## src/bus_power_pkg.sv

```systemverilog
package bus_power_pkg;

	// Port addresses on the host I/O space.
	localparam logic [15:0] CTRL_PORT = 16'h1872;
	localparam logic [15:0] BUSY_CLEAR_PORT = 16'h00F0;
	localparam logic [15:0] STATUS_PORT = 16'h9072;
	localparam logic [15:0] COPROC_PORT_LO = 16'h00F8;
	localparam logic [15:0] COPROC_PORT_HI = 16'h00FF;

	// Field positions of the control register.
	localparam int BIT_BUSY_MODE = 15;
	localparam int BIT_PROC_PD = 14;
	localparam int BIT_FULL_PD = 13;
	localparam int MODE_LO = 10;
	localparam int REQ_LO = 8;
	localparam int ACK_LO = 6;
	localparam int BIT_IO_WIDE = 5;
	localparam int BIT_MEM_WIDE = 4;
	localparam int IO_NARROW_LO = 2;
	localparam int MEM_NARROW_LO = 0;

	// Value after reset, and the bits that keep a written value (bit 12 does not).
	localparam logic [15:0] CTRL_RESET = 16'h00CA;
	localparam logic [15:0] CTRL_WRITABLE = 16'hEFFF;

	// Status and power-management output bit positions.
	localparam int STATUS_PG_BIT = 1;
	localparam int PMC_PROC_BIT = 5;
	localparam int PMC_FULL_BIT = 7;

	// Cycle counts.
	// The strap needs three edges after release: two through the synchroniser, one to load.
	localparam logic [1:0] STRAP_SETTLE_CYCLES = 2'h3;
	localparam logic [3:0] PROC_RESET_CYCLES = 4'h8;

	// Bus timing handed to the expansion bus sequencer, delays in half bus clocks, waits in wait states.
	typedef struct packed {
		logic sync_skip;
		logic [1:0] req_delay_half;
		logic [2:0] ack_adjust_half;
		logic [2:0] wait_io_wide;
		logic [2:0] wait_mem_wide;
		logic [2:0] wait_io_narrow;
		logic [2:0] wait_mem_narrow;
	} bus_timing_t;

	// Pins from outside the clock domain, carried through one synchroniser.
	typedef struct packed {
		logic halt;
		logic irq;
		logic dma_req;
		logic nmi;
		logic pmc_irq;
		logic power_good;
		logic coproc_busy;
		logic wide_core;
		logic powerdown_refresh_in;
		logic bus_src_clk;
		logic proc_clk;
	} pins_t;

	typedef enum {
		PM_RUN,
		PM_PROC_ARMED,
		PM_PROC_OFF,
		PM_PROC_WAKE,
		PM_PROC_RESET,
		PM_FULL_OFF,
		PM_FULL_WAKE
	} pm_state_t;

endpackage

```

## src/bus_timing_power_down_control.sv

```systemverilog
`timescale 1ns/10ps
//Contract
// - Busy-mode bit zero: I/O write to F8..FF raises processor busy early.
// - Busy-mode bit 15 is ignored when a 32-bit core is attached.
// - Bit 14 rising from zero to one starts processor power-down; bus keeps running.
// - Processor power-down plus halt: processor inputs passive, their pullups off.
// - In processor power-down, output 5 set and processor outputs released.
// - Unmasked interrupt, DMA request or NMI clears output 5.
// - Power good high: drive processor outputs, reset processor; readable in status bit 1.
// - Full power-down plus halt: release most outputs, ignore most inputs.
// - Full power-down stops internals except power control and refresh; CBR if enabled.
// - Entering full power-down sets output 7.
// - Full power-down routes the external 64 KHz refresh input to refresh output.
// - Power-management interrupt in full power-down clears output 7, starting power-up.
// - Power-up holds processor and system reset until power good is high.
// - Full power-down bit stays one until software writes zero.
// - Written value of bit 12 is ignored.
// - Bus mode selects bus source or processor clock, divided by two or not.
// - Bus clock is always halved; mode 00 gives 4 MHz from 16 MHz.
// - Modes 10 and 11 skip synchronisation delays; 00 and 01 apply them.
// - Request delay codes: one clock, half clock, none, reserved.
// - Acknowledge delay codes: none, minus half, minus one, plus half clock.
// - Wide I/O and memory wait bits give one or two wait states.
// - Narrow I/O and memory wait fields give two to five wait states.
// - Any write to port 0F0 deasserts the coprocessor busy signal; here a busy pin rising in the same cycle sets it instead.
module bus_timing_power_down_control (
	input wire logic clk_i,
	input wire logic arst_n_i,
	input wire logic [15:0] io_addr_i,
	input wire logic [15:0] io_wdata_i,
	input wire logic io_wr_i,
	input wire logic io_rd_i,
	input wire logic halt_i,
	input wire logic irq_i,
	input wire logic dma_req_i,
	input wire logic nmi_i,
	input wire logic pmc_irq_i,
	input wire logic processor_power_good_i,
	input wire logic coproc_busy_i,
	input wire logic wide_core_i,
	input wire logic powerdown_refresh_in_i,
	input wire logic bus_source_clock_i,
	input wire logic processor_clock_i,
	input wire logic refresh_req_i,
	input wire logic cbr_refresh_en_i,
	output logic [15:0] io_rdata_o,
	output logic io_rvalid_o,
	output logic processor_busy_out_o,
	output logic [7:0] power_mgmt_control_o,
	output logic processor_oe_n_o,
	output logic periph_oe_n_o,
	output logic processor_input_mask_o,
	output logic processor_pullup_en_o,
	output logic all_input_mask_o,
	output logic internal_stop_o,
	output logic cbr_refresh_o,
	output logic refresh_o,
	output logic processor_reset_out_o,
	output logic system_reset_hold_o,
	output logic expansion_bus_clock_o,
	output bus_power_pkg::bus_timing_t bus_timing_o
);

	bus_power_pkg::pins_t pins_raw;
	bus_power_pkg::pins_t pins;
	bus_power_pkg::bus_timing_t next_bus_timing;
	bus_power_pkg::pm_state_t state;
	bus_power_pkg::pm_state_t next_state;
	logic [15:0] ctrl;
	logic [15:0] next_ctrl;
	logic [15:0] next_rdata;
	logic next_rvalid;
	logic busy_pin_prev;
	logic next_busy_pin_prev;
	logic next_busy;
	logic wide_core;
	logic next_wide_core;
	logic [1:0] strap_count;
	logic [1:0] next_strap_count;
	logic [3:0] reset_count;
	logic [3:0] next_reset_count;
	logic proc_masked;
	logic wr_ctrl;
	logic wr_busy_clear;
	logic wr_coproc;
	logic halt_seen;
	logic wake_proc;
	logic next_proc_oe_n;
	logic next_periph_oe_n;
	logic next_proc_mask;
	logic next_all_mask;
	logic next_stop;
	logic next_cbr;
	logic next_refresh;
	logic next_proc_reset;
	logic next_sys_reset;
	logic [7:0] next_pmc;

	// Every pin from the processor and the power logic is synchronised once here.
	always_comb begin
		pins_raw.halt = halt_i;
		pins_raw.irq = irq_i;
		pins_raw.dma_req = dma_req_i;
		pins_raw.nmi = nmi_i;
		pins_raw.pmc_irq = pmc_irq_i;
		pins_raw.power_good = processor_power_good_i;
		pins_raw.coproc_busy = coproc_busy_i;
		pins_raw.wide_core = wide_core_i;
		pins_raw.powerdown_refresh_in = powerdown_refresh_in_i;
		pins_raw.bus_src_clk = bus_source_clock_i;
		pins_raw.proc_clk = processor_clock_i;
	end

	pin_sync #(
		.WIDTH($bits(bus_power_pkg::pins_t))
	) u_pin_sync (
		.clk_i(clk_i),
		.arst_n_i(arst_n_i),
		.d_i(pins_raw),
		.q_o(pins)
	);

	bus_clock_divider u_bus_clock_divider (
		.clk_i(clk_i),
		.arst_n_i(arst_n_i),
		.bus_src_i(pins.bus_src_clk),
		.proc_src_i(pins.proc_clk),
		.mode_i(ctrl[bus_power_pkg::MODE_LO +: 2]),
		.clk_o(expansion_bus_clock_o)
	);

	// Host accesses are decoded here; while the processor side is masked the host is
	// powered off, so its strobes are not trusted and are dropped.
	always_comb begin
		proc_masked = processor_input_mask_o;
		wr_ctrl = io_wr_i && !proc_masked && io_addr_i == bus_power_pkg::CTRL_PORT;
		wr_busy_clear = io_wr_i && !proc_masked && io_addr_i == bus_power_pkg::BUSY_CLEAR_PORT;
		wr_coproc = io_wr_i && !proc_masked && io_addr_i >= bus_power_pkg::COPROC_PORT_LO
			&& io_addr_i <= bus_power_pkg::COPROC_PORT_HI;
		halt_seen = pins.halt && !proc_masked;
		wake_proc = pins.irq || pins.dma_req || pins.nmi;
	end

	// Control register: bit 12 never stores, and the full power-down bit only
	// changes when software writes it, never on wake-up.
	always_comb begin
		next_ctrl = ctrl;
		if (wr_ctrl) begin
			next_ctrl = io_wdata_i & bus_power_pkg::CTRL_WRITABLE;
		end
	end

	// Read data answer one cycle after the strobe; unmapped ports read as zero.
	always_comb begin
		next_rvalid = io_rd_i && !proc_masked;
		next_rdata = 16'h0000;
		if (io_addr_i == bus_power_pkg::CTRL_PORT) begin
			next_rdata = ctrl;
		end else if (io_addr_i == bus_power_pkg::STATUS_PORT) begin
			next_rdata[bus_power_pkg::STATUS_PG_BIT] = pins.power_good;
		end
		if (!next_rvalid) begin
			next_rdata = 16'h0000;
		end
	end

	always_ff @(posedge clk_i or negedge arst_n_i) begin
		if (!arst_n_i) begin
			ctrl <= bus_power_pkg::CTRL_RESET;
			io_rdata_o <= 16'h0000;
			io_rvalid_o <= 1'b0;
		end else begin
			ctrl <= next_ctrl;
			io_rdata_o <= next_rdata;
			io_rvalid_o <= next_rvalid;
		end
	end

	// The core-width strap is taken once, a few cycles after reset release, so the
	// synchroniser has settled; an async reset cannot load a pin value directly.
	always_comb begin
		next_strap_count = strap_count;
		next_wide_core = wide_core;
		if (strap_count != bus_power_pkg::STRAP_SETTLE_CYCLES) begin
			next_strap_count = strap_count + 2'h1;
			next_wide_core = pins.wide_core;
		end
	end

	// Busy latch: a rising coprocessor busy, or the early raise on a coprocessor port
	// write, sets it; a write to 0F0 clears it. A set in the clearing cycle wins.
	always_comb begin
		next_busy_pin_prev = pins.coproc_busy && !proc_masked;
		next_busy = processor_busy_out_o;
		if (wr_busy_clear) begin
			next_busy = 1'b0;
		end
		if (pins.coproc_busy && !busy_pin_prev && !proc_masked) begin
			next_busy = 1'b1;
		end
		if (wr_coproc && !ctrl[bus_power_pkg::BIT_BUSY_MODE] && !wide_core) begin
			next_busy = 1'b1;
		end
	end

	always_ff @(posedge clk_i or negedge arst_n_i) begin
		if (!arst_n_i) begin
			strap_count <= 2'h0;
			wide_core <= 1'b0;
			busy_pin_prev <= 1'b0;
			processor_busy_out_o <= 1'b0;
		end else begin
			strap_count <= next_strap_count;
			wide_core <= next_wide_core;
			busy_pin_prev <= next_busy_pin_prev;
			processor_busy_out_o <= next_busy;
		end
	end

	// Power-down sequencer. Full power-down takes priority over processor power-down
	// when both are pending at the halt.
	always_comb begin
		next_state = state;
		next_reset_count = reset_count;
		unique case (state)
			bus_power_pkg::PM_RUN, bus_power_pkg::PM_PROC_ARMED: begin
				if (state == bus_power_pkg::PM_RUN && wr_ctrl
					&& !ctrl[bus_power_pkg::BIT_PROC_PD] && io_wdata_i[bus_power_pkg::BIT_PROC_PD]) begin
					next_state = bus_power_pkg::PM_PROC_ARMED;
				end
				if (halt_seen && ctrl[bus_power_pkg::BIT_FULL_PD]) begin
					next_state = bus_power_pkg::PM_FULL_OFF;
				end else if (halt_seen && state == bus_power_pkg::PM_PROC_ARMED) begin
					next_state = bus_power_pkg::PM_PROC_OFF;
				end
			end
			bus_power_pkg::PM_PROC_OFF: begin
				if (wake_proc) begin
					next_state = bus_power_pkg::PM_PROC_WAKE;
				end
			end
			bus_power_pkg::PM_PROC_WAKE, bus_power_pkg::PM_FULL_WAKE: begin
				if (pins.power_good) begin
					next_state = bus_power_pkg::PM_PROC_RESET;
					next_reset_count = bus_power_pkg::PROC_RESET_CYCLES;
				end
			end
			bus_power_pkg::PM_PROC_RESET: begin
				next_reset_count = reset_count - 4'h1;
				if (reset_count == 4'h1) begin
					next_state = bus_power_pkg::PM_RUN;
				end
			end
			bus_power_pkg::PM_FULL_OFF: begin
				if (pins.pmc_irq) begin
					next_state = bus_power_pkg::PM_FULL_WAKE;
				end
			end
		endcase
	end

	// Outputs are decoded from the next state so they change with the state flop.
	always_comb begin
		next_pmc = 8'h00;
		next_pmc[bus_power_pkg::PMC_PROC_BIT] = next_state == bus_power_pkg::PM_PROC_OFF;
		next_pmc[bus_power_pkg::PMC_FULL_BIT] = next_state == bus_power_pkg::PM_FULL_OFF;
		next_all_mask = next_state == bus_power_pkg::PM_FULL_OFF
			|| next_state == bus_power_pkg::PM_FULL_WAKE;
		next_proc_mask = next_all_mask || next_state == bus_power_pkg::PM_PROC_OFF
			|| next_state == bus_power_pkg::PM_PROC_WAKE;
		next_proc_oe_n = next_proc_mask;
		next_periph_oe_n = next_all_mask;
		next_stop = next_state == bus_power_pkg::PM_FULL_OFF;
		next_cbr = next_stop && cbr_refresh_en_i;
		next_refresh = next_stop ? pins.powerdown_refresh_in : refresh_req_i;
		next_proc_reset = next_state == bus_power_pkg::PM_PROC_WAKE
			|| next_state == bus_power_pkg::PM_FULL_WAKE
			|| next_state == bus_power_pkg::PM_PROC_RESET;
		next_sys_reset = next_state == bus_power_pkg::PM_FULL_WAKE;
	end

	always_ff @(posedge clk_i or negedge arst_n_i) begin
		if (!arst_n_i) begin
			state <= bus_power_pkg::PM_RUN;
			reset_count <= 4'h0;
			power_mgmt_control_o <= 8'h00;
			processor_oe_n_o <= 1'b0;
			periph_oe_n_o <= 1'b0;
			processor_input_mask_o <= 1'b0;
			processor_pullup_en_o <= 1'b1;
			all_input_mask_o <= 1'b0;
			internal_stop_o <= 1'b0;
			cbr_refresh_o <= 1'b0;
			refresh_o <= 1'b0;
			processor_reset_out_o <= 1'b0;
			system_reset_hold_o <= 1'b0;
		end else begin
			state <= next_state;
			reset_count <= next_reset_count;
			power_mgmt_control_o <= next_pmc;
			processor_oe_n_o <= next_proc_oe_n;
			periph_oe_n_o <= next_periph_oe_n;
			processor_input_mask_o <= next_proc_mask;
			processor_pullup_en_o <= !next_proc_mask;
			all_input_mask_o <= next_all_mask;
			internal_stop_o <= next_stop;
			cbr_refresh_o <= next_cbr;
			refresh_o <= next_refresh;
			processor_reset_out_o <= next_proc_reset;
			system_reset_hold_o <= next_sys_reset;
		end
	end

	// Bus timing decode. Synchronous modes skip both delays; reserved request code 11
	// falls back to the default one-clock delay as the safe choice.
	always_comb begin
		next_bus_timing.sync_skip = ctrl[bus_power_pkg::MODE_LO + 1];
		unique case (ctrl[bus_power_pkg::REQ_LO +: 2])
			2'h0: next_bus_timing.req_delay_half = 2'h2;
			2'h1: next_bus_timing.req_delay_half = 2'h1;
			2'h2: next_bus_timing.req_delay_half = 2'h0;
			2'h3: next_bus_timing.req_delay_half = 2'h2;
		endcase
		unique case (ctrl[bus_power_pkg::ACK_LO +: 2])
			2'h0: next_bus_timing.ack_adjust_half = 3'h0;
			2'h1: next_bus_timing.ack_adjust_half = 3'h7;
			2'h2: next_bus_timing.ack_adjust_half = 3'h6;
			2'h3: next_bus_timing.ack_adjust_half = 3'h1;
		endcase
		if (next_bus_timing.sync_skip) begin
			next_bus_timing.req_delay_half = 2'h0;
			next_bus_timing.ack_adjust_half = 3'h0;
		end
		next_bus_timing.wait_io_wide = {2'h0, ctrl[bus_power_pkg::BIT_IO_WIDE]} + 3'h1;
		next_bus_timing.wait_mem_wide = {2'h0, ctrl[bus_power_pkg::BIT_MEM_WIDE]} + 3'h1;
		next_bus_timing.wait_io_narrow = {1'b0, ctrl[bus_power_pkg::IO_NARROW_LO +: 2]} + 3'h2;
		next_bus_timing.wait_mem_narrow = {1'b0, ctrl[bus_power_pkg::MEM_NARROW_LO +: 2]} + 3'h2;
	end

	always_ff @(posedge clk_i or negedge arst_n_i) begin
		if (!arst_n_i) begin
			bus_timing_o <= '0;
		end else begin
			bus_timing_o <= next_bus_timing;
		end
	end

endmodule

```

## src/pin_sync.sv

```systemverilog
`timescale 1ns/10ps
module pin_sync #(
	parameter int WIDTH = 1
) (
	input wire logic clk_i,
	input wire logic arst_n_i,
	input wire logic [WIDTH-1:0] d_i,
	output logic [WIDTH-1:0] q_o
);

	logic [WIDTH-1:0] stage;
	logic [WIDTH-1:0] next_stage;
	logic [WIDTH-1:0] next_q;

	// The first stage feeds only the second, so metastability never reaches logic.
	always_comb begin
		next_stage = d_i;
		next_q = stage;
	end

	always_ff @(posedge clk_i or negedge arst_n_i) begin
		if (!arst_n_i) begin
			stage <= '0;
			q_o <= '0;
		end else begin
			stage <= next_stage;
			q_o <= next_q;
		end
	end

endmodule

```

## src/bus_clock_divider.sv

```systemverilog
`timescale 1ns/10ps
module bus_clock_divider (
	input wire logic clk_i,
	input wire logic arst_n_i,
	input wire logic bus_src_i,
	input wire logic proc_src_i,
	input wire logic [1:0] mode_i,
	output logic clk_o
);

	logic prev;
	logic half;
	logic next_prev;
	logic next_half;
	logic next_clk;
	logic src;
	logic rise;

	// Mode bit 1 picks the processor clock; mode bit 0 drops the extra halving.
	// The output always halves the chosen source, and halves again in modes 00 and 10.
	always_comb begin
		src = mode_i[1] ? proc_src_i : bus_src_i;
		rise = src & ~prev;
		next_prev = src;
		next_half = half;
		next_clk = clk_o;
		if (rise) begin
			if (mode_i[0]) begin
				next_clk = ~clk_o;
			end else begin
				next_half = ~half;
				if (half) begin
					next_clk = ~clk_o;
				end
			end
		end
	end

	always_ff @(posedge clk_i or negedge arst_n_i) begin
		if (!arst_n_i) begin
			prev <= 1'b0;
			half <= 1'b0;
			clk_o <= 1'b0;
		end else begin
			prev <= next_prev;
			half <= next_half;
			clk_o <= next_clk;
		end
	end

endmodule

```

## config.mk

```make
export PLATFORM = sky130hd
export DESIGN_NAME = bus_timing_power_down_control
export DESIGN_NICKNAME = d
export VERILOG_FILES = /design/src/bus_power_pkg.sv /design/src/bus_timing_power_down_control.sv /design/src/pin_sync.sv /design/src/bus_clock_divider.sv
export SDC_FILE = /design/constraint.sdc
export NUM_CORES = 1
export LEC_CHECK = 0
export BUFFER_PORTS_ARGS = -buffer_cell sky130_fd_sc_hd__buf_2
export CAP_MARGIN = 20
export CORE_MARGIN = 2
export CORE_UTILIZATION = 60
export CTS_BUF_LIST = sky130_fd_sc_hd__clkbuf_4
export DETAILED_ROUTE_END_ITERATION = 16
export GPL_TIMING_DRIVEN = 0
export PLACE_DENSITY = 0.91
export SYNTH_ARGS = -nofsm -noshare
export SYNTH_HDL_FRONTEND = slang
export SYNTH_HIERARCHICAL = 1
export SYNTH_SLANG_ARGS = --single-unit
```

## constraint.sdc

```tcl
create_clock -name clk_i -period 5.14 [get_ports clk_i]
set_input_delay 0.771 -clock clk_i [delete_from_list [all_inputs] [get_ports clk_i]]
set_output_delay 0.771 -clock clk_i [all_outputs]
set_load 0.05 [all_outputs]
```

# --- Word-level counts from Yosys, hierarchy flattened ---
# Cells that the tools add are included.
classes:
  n_bitwise: 5
  n_reduce_logical: 44
  muxes: 25
  eq_ne: 24
  n_lt_le_gt_ge: 2
  addsub: 6
ops:
  columns: ["operator", "n"]
  rows:
  - ["32-bit 2-to-1 mux", 7]
  - ["32-bit by 3-bit equality test with 1-bit output, second input constant", 5]
  - ["32-bit one-hot mux with 5 select lines", 1]
  - ["32-bit by 2-bit equality test with 1-bit output, second input constant", 3]
  - ["32-bit by 4-bit equality test with 1-bit output, second input constant", 3]
  - ["32-bit zero test", 2]
  - ["32-bit by 1-bit equality test with 1-bit output, second input constant", 1]
  - ["1-bit logical AND", 18]
  - ["16-bit by 13-bit equality test with 1-bit output, second input constant", 1]
  - ["16-bit equality test, second input constant", 1]
  - ["16-bit by 8-bit equality test with 1-bit output, second input constant", 1]
  - ["16-bit by 8-bit greater-or-equal comparator with 1-bit output, second input constant", 1]
  - ["16-bit by 8-bit less-or-equal comparator with 1-bit output, second input constant", 1]
  - ["16-bit 2-to-1 mux", 1]
  - ["14-bit 2-to-1 mux", 1]
  - ["3-bit one-hot mux with 4 select lines", 1]
  - ["1-bit 2-to-1 mux", 10]
  - ["2-bit equality test, second input constant", 4]
  - ["4-bit one-hot mux with 2 select lines", 1]
  - ["1-bit logical OR", 7]
  - ["2-bit by 2-bit adder with 3-bit output, second input constant", 2]
  - ["1-bit zero test", 6]
  - ["2-bit one-hot mux with 3 select lines", 1]
  - ["2-bit AND reduction", 3]
  - ["other kinds (15)", 24]
word_totals:
  ff_bits: 124
  word_cells: 136
  output_inout_bits: 55
  inputBits: 49

# --- Depth between registers and ports, before layout ---
# Gate-level depths: netlist of the first run.
depth:
  depth_word: 15
  depth_mapped: 8
  mapped_depth_nobuf: 8

# --- Hierarchy ---
# Netlist of the first run, hierarchy kept.
modules_own_cells:
  columns: ["module", "area_each_um2", "cells_each", "seq_area_each_um2", "n_inst"]
  rows:
  - ["bus_timing_power_down_control", 3945.0, 325, 2408.6, 1]
  - ["pin_sync", 550.5, 22, 550.5, 1]
  - ["bus_clock_divider", 130.1, 10, 75.1, 1]

# --- Worst setup path before layout of the first run ---
# Ideal clock, no wire load.
synth_timing:
  path_kind: "input -> register"
  startpoint: "input io_addr_i[10]"
  endpoint: "register state[22]"
  setup_time_ns: 0.120
  required_ns: 5.020
  setup_slack_ns: 2.531
  stages: 7
  arrival_ns: 2.489
  path_buffers: 1
  cell_sequence: "nor4b_1 > nand4_1 > o31ai_1 > a31oi_1 > nor2_1 > clkbuf_1 > and2b_2"
synth_between:
  elab_chain_cells: 9
synth_lines:
  columns: ["item", "line", "rtl"]
  rows:
  - ["start: declaration", "bus_timing_power_down_control.sv:29", "input wire logic [15:0] io_addr_i,"]
  - ["16-bit by 13-bit equality test with 1-bit output", "bus_timing_power_down_control.sv:136", "wr_ctrl = io_wr_i && !proc_masked && io_addr_i == bus_power_pkg::CTRL_PORT;"]
  - ["1-bit logical AND", "bus_timing_power_down_control.sv:136", null]
  - ["1-bit logical AND", "bus_timing_power_down_control.sv:227", "if (state == bus_power_pkg::PM_RUN && wr_ctrl"]
  - ["1-bit logical AND (2 in a row)", "bus_timing_power_down_control.sv:228", "&& !ctrl[bus_power_pkg::BIT_PROC_PD] && io_wdata_i[bus_power_pkg::BIT_PROC_PD]) begin"]
  - ["32-bit 2-to-1 mux", "bus_timing_power_down_control.sv:227", null]
  - ["32-bit 2-to-1 mux", "bus_timing_power_down_control.sv:233", "end else if (halt_seen && state == bus_power_pkg::PM_PROC_ARMED) begin"]
  - ["32-bit 2-to-1 mux", "bus_timing_power_down_control.sv:231", "if (halt_seen && ctrl[bus_power_pkg::BIT_FULL_PD]) begin"]
  - ["32-bit one-hot mux with 5 select lines", "bus_timing_power_down_control.sv:225", "unique case (state)"]
  - ["via next_state[22]", "bus_timing_power_down_control.sv:68", "bus_power_pkg::pm_state_t next_state;"]
  - ["end signal: assignment", "bus_timing_power_down_control.sv:284", "state <= bus_power_pkg::PM_RUN;"]
  - ["end signal: assignment", "bus_timing_power_down_control.sv:298", "state <= next_state;"]
  - ["end: declaration", "bus_timing_power_down_control.sv:67", "bus_power_pkg::pm_state_t state;"]
# The timed path passes the listed nets, and every way through them passes these cells.
# A chain may end at the register's enable or synchronous reset.

# --- Final worst setup path of the first run ---
layout_timing:
  startpoint: "register state[7]"
  endpoint: "register state[22]"
layout_between:
  elab_chain_cells: 8
  word_cells_on_any_way: 19
  cone_classes: "eq/ne: 7; mux: 4; reduce/logical: 8"
layout_lines:
  columns: ["item", "line"]
  rows:
  - ["32-bit zero test", "bus_timing_power_down_control.sv:227"]
  - ["1-bit logical AND", "bus_timing_power_down_control.sv:227"]
  - ["1-bit logical AND (2 in a row)", "bus_timing_power_down_control.sv:228"]
  - ["32-bit 2-to-1 mux", "bus_timing_power_down_control.sv:227"]
  - ["32-bit 2-to-1 mux", "bus_timing_power_down_control.sv:233"]
  - ["32-bit 2-to-1 mux", "bus_timing_power_down_control.sv:231"]
  - ["32-bit one-hot mux with 5 select lines (*)", "bus_timing_power_down_control.sv:225"]
  - ["via next_state[22]", "bus_timing_power_down_control.sv:68"]
# Mark *: on every way through the listed nets, which the timed path passes. The rest lies on a longest branch.

==> impl_metrics.tcl, run 1 <==
set metrics [dict create \
    outcome "completed" \
    max-vdd-ir-drop_v 0.0003519 \
    drt-total-wl_um 8686 \
    start_util 0.6081 \
    synth.avg_cell_area_um2 12.96 \
    synth_ff_type "dfrtp_1" \
    finalClockSkew_ps 16.70 \
    dr.pass1.iters 5 \
    clkPwrFrac 0.297 \
    overflow 0 \
    crit_path_max_incr_delay_ps 490 \
    synth_top_area_frac 0.6275 \
    dr_wl_met2_um 4539 \
    worst_slew_pin_slew_ps 830.2 \
    p_leak_nw 2.898 \
    fin_crit_sh 0.5783 \
    synth_cell_type_count 56 \
    top_layer_used "met4" \
    die_area_um2 8428 \
    fmax_mhz 336.5 \
    numCtsBuffers 17 \
    clkSinkCount 121 \
    cts_hold_buffers 0 \
    p_sw_frac 0.3395 \
    timing.rr.end "state[22]" \
    rrSetupSlack_ps 2170 \
    synth.area.top_cells "dfrtp_1, nor2b_1, dfstp_2" \
    pwr-share-seq 0.445 \
    vias_per_cell 5.201 \
    crit_type "reg2reg" \
    maxSlewViolCount 0 \
    path_clk_slew_ps 120 \
    grt_pass1_wl_um 14400 \
    cts_tree "built" \
    drtIter0Drc 121 \
    met1_length_um 3519 \
    multi_input_area_um2 1430 \
    n_fill_cell 495 \
    cts_setup_buffers 0 \
    ys_seq_elements 121 \
    arrival_ps 3380 \
    clock_path_buffers 2 \
    drc 0 \
    combPwrFrac 0.259 \
    async_reset_ff_frac 1.000 \
    ys_seq_area_frac 0.6559 \
    yosysWarnings 6 \
    cts_repair_resize_count 0 \
    vias 3084 \
    gp_congestion 0.8510 \
    finalHoldViolCount 0 \
    crit_path_start_kind "flip-flop" \
    slew_headroom 0.4465 \
    synth-edff-count 0 \
    intPower_mw 1.598 \
    reg2regPathDepth 7 \
    fp.coreArea_um2 7607 \
    io_pins 104 \
    wl_per_cell_um 14.65 \
    max-cap-violations 0 \
    regArea_um2 3034 \
    area_growth_pct 20.88 \
    antenna_found_initial 0 \
    r2r_start "state[7]" \
    p_sw_mw 0.8213 \
    core.rowCount 32 \
    yosysTopAreaCell "dfrtp_1" \
    mostFrequentLayoutCells "dfrtp_1, buf_2, nor2b_1" \
    ant_nets 0 \
    finalSetupTns_ps 0 \
    path_cells "nor4_1 > nand4_2 > nor3_1 > a31oi_1 > nor2_1 > clkbuf_1 > and2b_2" \
    portBuffers 93 \
    path_max_fanout 10 \
    required_ps 5550 \
    die_w_um 91.81 \
    endpoint_kind "flip-flop" \
    die-height_um 91.81 \
    hpwl_um 5996 \
    fin_crit_ps 2972 \
    first_global_vias 3076 \
    fin_nets 534 \
    grtUsageTotal 0.2221 \
    worstSetupEndpoint "state[22]" \
    cp_slowest_cell "nor2_1" \
    wl_met3_um 513 \
    startpoint "state[7]" \
    diodes 0 \
    hp-class "in2async" \
    final_common_cell "dfrtp_1" \
    grt_max_degree 70 \
    ctsRootBufferMaster "clkbuf_4" \
    power_density_nw_per_um2 432.7 \
    htree_levels 4 \
    setup_viol 0 \
    clock_latency_ps 520 \
    whs_ps 346.3 \
    drive_above_1_share 0.3564 \
    rsz0062_at_grt "no" \
    synth_area_um2 4626 \
    synth_cells 357 \
]
[critical path: cells and delay by family, from the launching register on]
kind	cells	cell delay [ps]
and+or+nand+nor	5	1910
DFF	1	400
buffers and inverters	1	370
AOI/OAI and AO/OA	1	190
[power by group through the flow]
stage / Clock, mW / Sequential (mW) / Combinational (mW)
4_1_cts: 0.731 / 1.08 / 0.626
5_1_grt: 0.777 / 1.09 / 0.675
3_5_place_dp: 0 / 1.09 / 0.623
3_3_place_gp: 0 / 1.09 / 0.595
2_1_floorplan: 0 / 1.21 / 0.354
6_report: 0.718 / 1.08 / 0.625
[synthesized netlist by cell type, types with 4 or more instances]
master and number:
and2b_1 4, inv_1 15, mux2_2 10, or4_4 4, nor3_1 11, o21ai_0 17
nor2b_1 28, and2_1 12, nand2_1 17, ha_1 7, nor2_1 14, nand3_1 6
dfrtp_1 116, nand2b_1 4, nor4_1 9, nand4_1 4, dfstp_2 5, xor2_1 4
clkbuf_1 8, buf_4 14
[area by class of cell]
| class | instances | share of cell area |
|---|---|---|
| Inverter | 15 | 0.01007 |
| Sequential cell | 121 | 0.5426 |
| Tap cell | 102 | 0.02282 |
| Clock buffer | 19 | 0.02551 |
| Multi-Input combinational cell | 207 | 0.2558 |
| Buffer | 22 | 0.02417 |
| Timing Repair Buffer | 94 | 0.08861 |
| Clock inverter | 13 | 0.03043 |
[per-stage QoR]
step           cell area (µm²)  instances  total power [mW]    util  setup slack [ps]
6_report                  5592        593             2.419  0.7350              2168
4_1_cts                   5592        593             2.433  0.7350              2204
3_5_place_dp              5279        561             1.716  0.6939              1779
3_3_place_gp              5249        560             1.686  0.6900              1853
5_1_grt                   5592        593             2.539  0.7350              1845
2_1_floorplan             4656        365             1.562       -              2531
[kinds of logic (layout without fill, tap and decap cells)]
logic type / count (synthesis) / after routing / synth area share
AO/OA/AOI/OAI: 36 / 36 / 0.05707
XOR/XNOR: 6 / 6 / 0.01136
adder cells (fa/ha/maj): 8 / 8 / 0.02110
buffers and inverters: 37 / 163 / 0.04138
flip-flops: 121 / 121 / 0.6559
multiplexers: 12 / 12 / 0.02975
other: 1 / 9 / 0.0008107
AND/OR/NAND/NOR: 136 / 136 / 0.1826
[flip-flops by register name, summed over array words and instances, names as in the netlist, 2 cells and up]
register	cells
u_pin_sync/next_q	11
strap_count	2
ctrl	15
state	32
power_mgmt_control_o	2
u_pin_sync/q_o	11
reset_count	4
io_rdata_o	15
bus_timing_o	15
[worst min-delay path by stage]
stage / end / cells after the start / slack [ps] / start
2_1_floorplan: u_pin_sync/q_o[0] / 0 / 330 / u_pin_sync/next_q[0]
3_3_place_gp: u_pin_sync/q_o[8] / 0 / 330 / u_pin_sync/next_q[8]
3_5_place_dp: u_pin_sync/q_o[5] / 0 / 340 / u_pin_sync/next_q[5]
4_1_cts: u_pin_sync/next_q[9] / 1 / 320 / irq_i
5_1_grt: u_pin_sync/next_q[7] / 1 / 320 / nmi_i
6_report: bus_timing_o[6] / 1 / 350 / arst_n_i
[layer usage]
metal	up-vias	GRT usage
met3	12	0.05752
met1	1517	0.2798
met2	116	0.3750
met4	0	0.07960
li1	1439	-
met5	-	0
Note: power is estimated with default switching activity, not from simulation.
==> run 2: changes to the inputs <==
--- a/config.mk
+++ b/config.mk
@@ -8,11 +8,11 @@
 export BUFFER_PORTS_ARGS = -buffer_cell sky130_fd_sc_hd__buf_2
 export CAP_MARGIN = 20
 export CORE_MARGIN = 2
-export CORE_UTILIZATION = 60
+export CORE_UTILIZATION = 56
 export CTS_BUF_LIST = sky130_fd_sc_hd__clkbuf_4
 export DETAILED_ROUTE_END_ITERATION = 16
 export GPL_TIMING_DRIVEN = 0
-export PLACE_DENSITY = 0.91
+export PLACE_DENSITY = 0.86
 export SYNTH_ARGS = -nofsm -noshare
 export SYNTH_HDL_FRONTEND = slang
 export SYNTH_HIERARCHICAL = 1
==> constraint.sdc (replaced) <==
create_clock -name clk_i -period 2.8 [get_ports clk_i]
set_input_delay 0.42 -clock clk_i [delete_from_list [all_inputs] [get_ports clk_i]]
set_output_delay 0.42 -clock clk_i [all_outputs]
set_load 0.05 [all_outputs]
==> run 2 against run 1 <==
Net effect:
- cell count rose by 3.0%
- hold slack got worse by 210 ps
- global-route usage fell by 0.68 points
- critical path type unchanged
- highest routed layer unchanged
==> impl_metrics.tcl, run 2 (synthesis results as in run 1) <==
set metrics [dict create \
    outcome "completed" \
    vias 3143 \
    path_max_fanout 5 \
    dr.pass1.iters 4 \
    final_util 0.7169 \
    maxSlewViolCount 0 \
    area_growth_pct 25.43 \
    drtIter0Drc 96 \
    diodes 0 \
    htree_levels 4 \
    ant_nets 0 \
    hpwl_um 5983 \
    numCtsBuffers 17 \
    min_from "cbr_refresh_en_i" \
    endpoint_kind "flip-flop" \
    regMostFlops "state" \
    grt_max_degree 80 \
    grt_pass1_wl_um 14690 \
    p_sw_frac 0.3338 \
    hp-class "in2reg" \
    path_clk_slew_ps 110 \
    drc 0 \
    die_w_um 94.89 \
    clkPwrFrac 0.305 \
    final_common_cell "dfrtp_1" \
    io_pins 104 \
    largest_register_ffs 32 \
    reg2regPathDepth 6 \
    rrSetupSlack_ps 90 \
    core.rowCount 33 \
    die_area_um2 9003 \
    crit_type "reg2reg" \
    overflow 0 \
    drive_above_1_share 0.3656 \
    required_ps 3180 \
    p_sw_mw 1.529 \
    die-height_um 94.89 \
    p_leak_nw 3.008 \
    start_util 0.5716 \
    finalSetupTns_ps 0 \
    finalHoldViolCount 0 \
    slew_headroom 0.5499 \
    gp_congestion 0.8530 \
    whs_path_depth 2 \
    mostFrequentLayoutCells "dfrtp_1, buf_2, nor2b_1" \
    fin_crit_sh 0.9693 \
    pwr-share-seq 0.431 \
    clock_path_buffers 2 \
    crit_path_start_kind "flip-flop" \
    portBuffers 93 \
    fp.coreArea_um2 8093 \
    r2r_start "state[22]" \
    setup_viol 0 \
    clkSinkCount 121 \
    cts_tree "built" \
    fmax_mhz 368.5 \
    drt-total-wl_um 9073 \
    combPwrFrac 0.264 \
    finalClockSkew_ps 15.98 \
    fin_nets 549 \
    fin_ws_ps 85.95 \
    first_global_vias 3165 \
    arrival_ps 3100 \
    vias_per_cell 5.144 \
    ctsRootBufferMaster "clkbuf_4" \
    pre_cts_slack_ps -274.6 \
    worst_slew_pin_slew_ps 668.9 \
    max-cap-violations 0 \
    wl_per_cell_um 14.85 \
    worstHoldEndpoint "cbr_refresh_o" \
    timing.rr.end "refresh_o" \
    fin_crit_ps 2714 \
    grtUsageTotal 0.2154 \
    antenna_found_initial 0 \
    intPower_mw 3.052 \
    power_density_nw_per_um2 789.6 \
    clock_latency_ps 490 \
    max-vdd-ir-drop_v 0.0005337 \
]
-- run 2: power by group through the flow --
stage	registers (mW)	logic, mW	clock network, mW
2_1_floorplan	2.22	0.650	0
3_3_place_gp	2.00	1.09	0
3_5_place_dp	2.01	1.14	0
4_1_cts	1.98	1.18	1.43
5_1_grt	2.00	1.30	1.51
6_report	1.97	1.21	1.40
-- run 2: cell type report --
type	count	area, µm²
plain buffers	22	137.6
clock buffers	18	135.1
clock inverters	14	197.7
fillers	555	2291
inverters	15	56.30
multi-input cells	207	1471
flip-flops and latches	121	3034
well taps	105	131.4
repair buffers	109	638.1
-- run 2: per-layer routing --
layer / vias to the layer above / GRT usage / wire [µm]
li1: 1477 / - / -
met1: 1542 / 0.2628 / 3638
met2: 118 / 0.3658 / 4803
met3: 6 / 0.05986 / 582
met4: 0 / 0.08092 / 49
met5: - / 0 / 0
-- run 2: worst max-delay path by stage --
stage	start	to	slack (ps)	depth (start not counted)
after floorplan	state[22]	refresh_o	210	6
after detailed placement	state[13]	state[22]	-270	7
after CTS	state[18]	refresh_o	30	6
after global routing	state[18]	refresh_o	-1	6
after global placement	state[24]	state[22]	-160	7
final	state[22]	refresh_o	90	6
-- run 2: critical path: stages (launching register included) --
cell and delay [ps]:
dfrtp_1 390, or4_4 570, or4_4 560, o31ai_4 300, o21ai_2 160, nor4b_4 310, mux2_4 330
-- run 2: through the flow --
step	instances	hold slack (ps)	instance area, µm²	total power [mW]
floorplan	365	124.4	4656	2.868
global placement	563	332.2	5253	3.097
detailed placement	564	334.7	5283	3.146
CTS	608	0.9320	5756	4.590
global route	611	79.37	5802	4.804
finish	611	132.3	5802	4.581
-- run 2: repair_timing --
| item | 4_1_cts | 5_1_grt |
|---|---|---|
| hold buffers | 11 | 1 |
| gates resized for setup | 5 | 5 |
| endpoints found under the setup margin | 22 | 15 |
| endpoints found under the hold margin | 52 | 1 |
| buffers inserted | 1 | 2 |
| pin swaps | 0 | 1 |
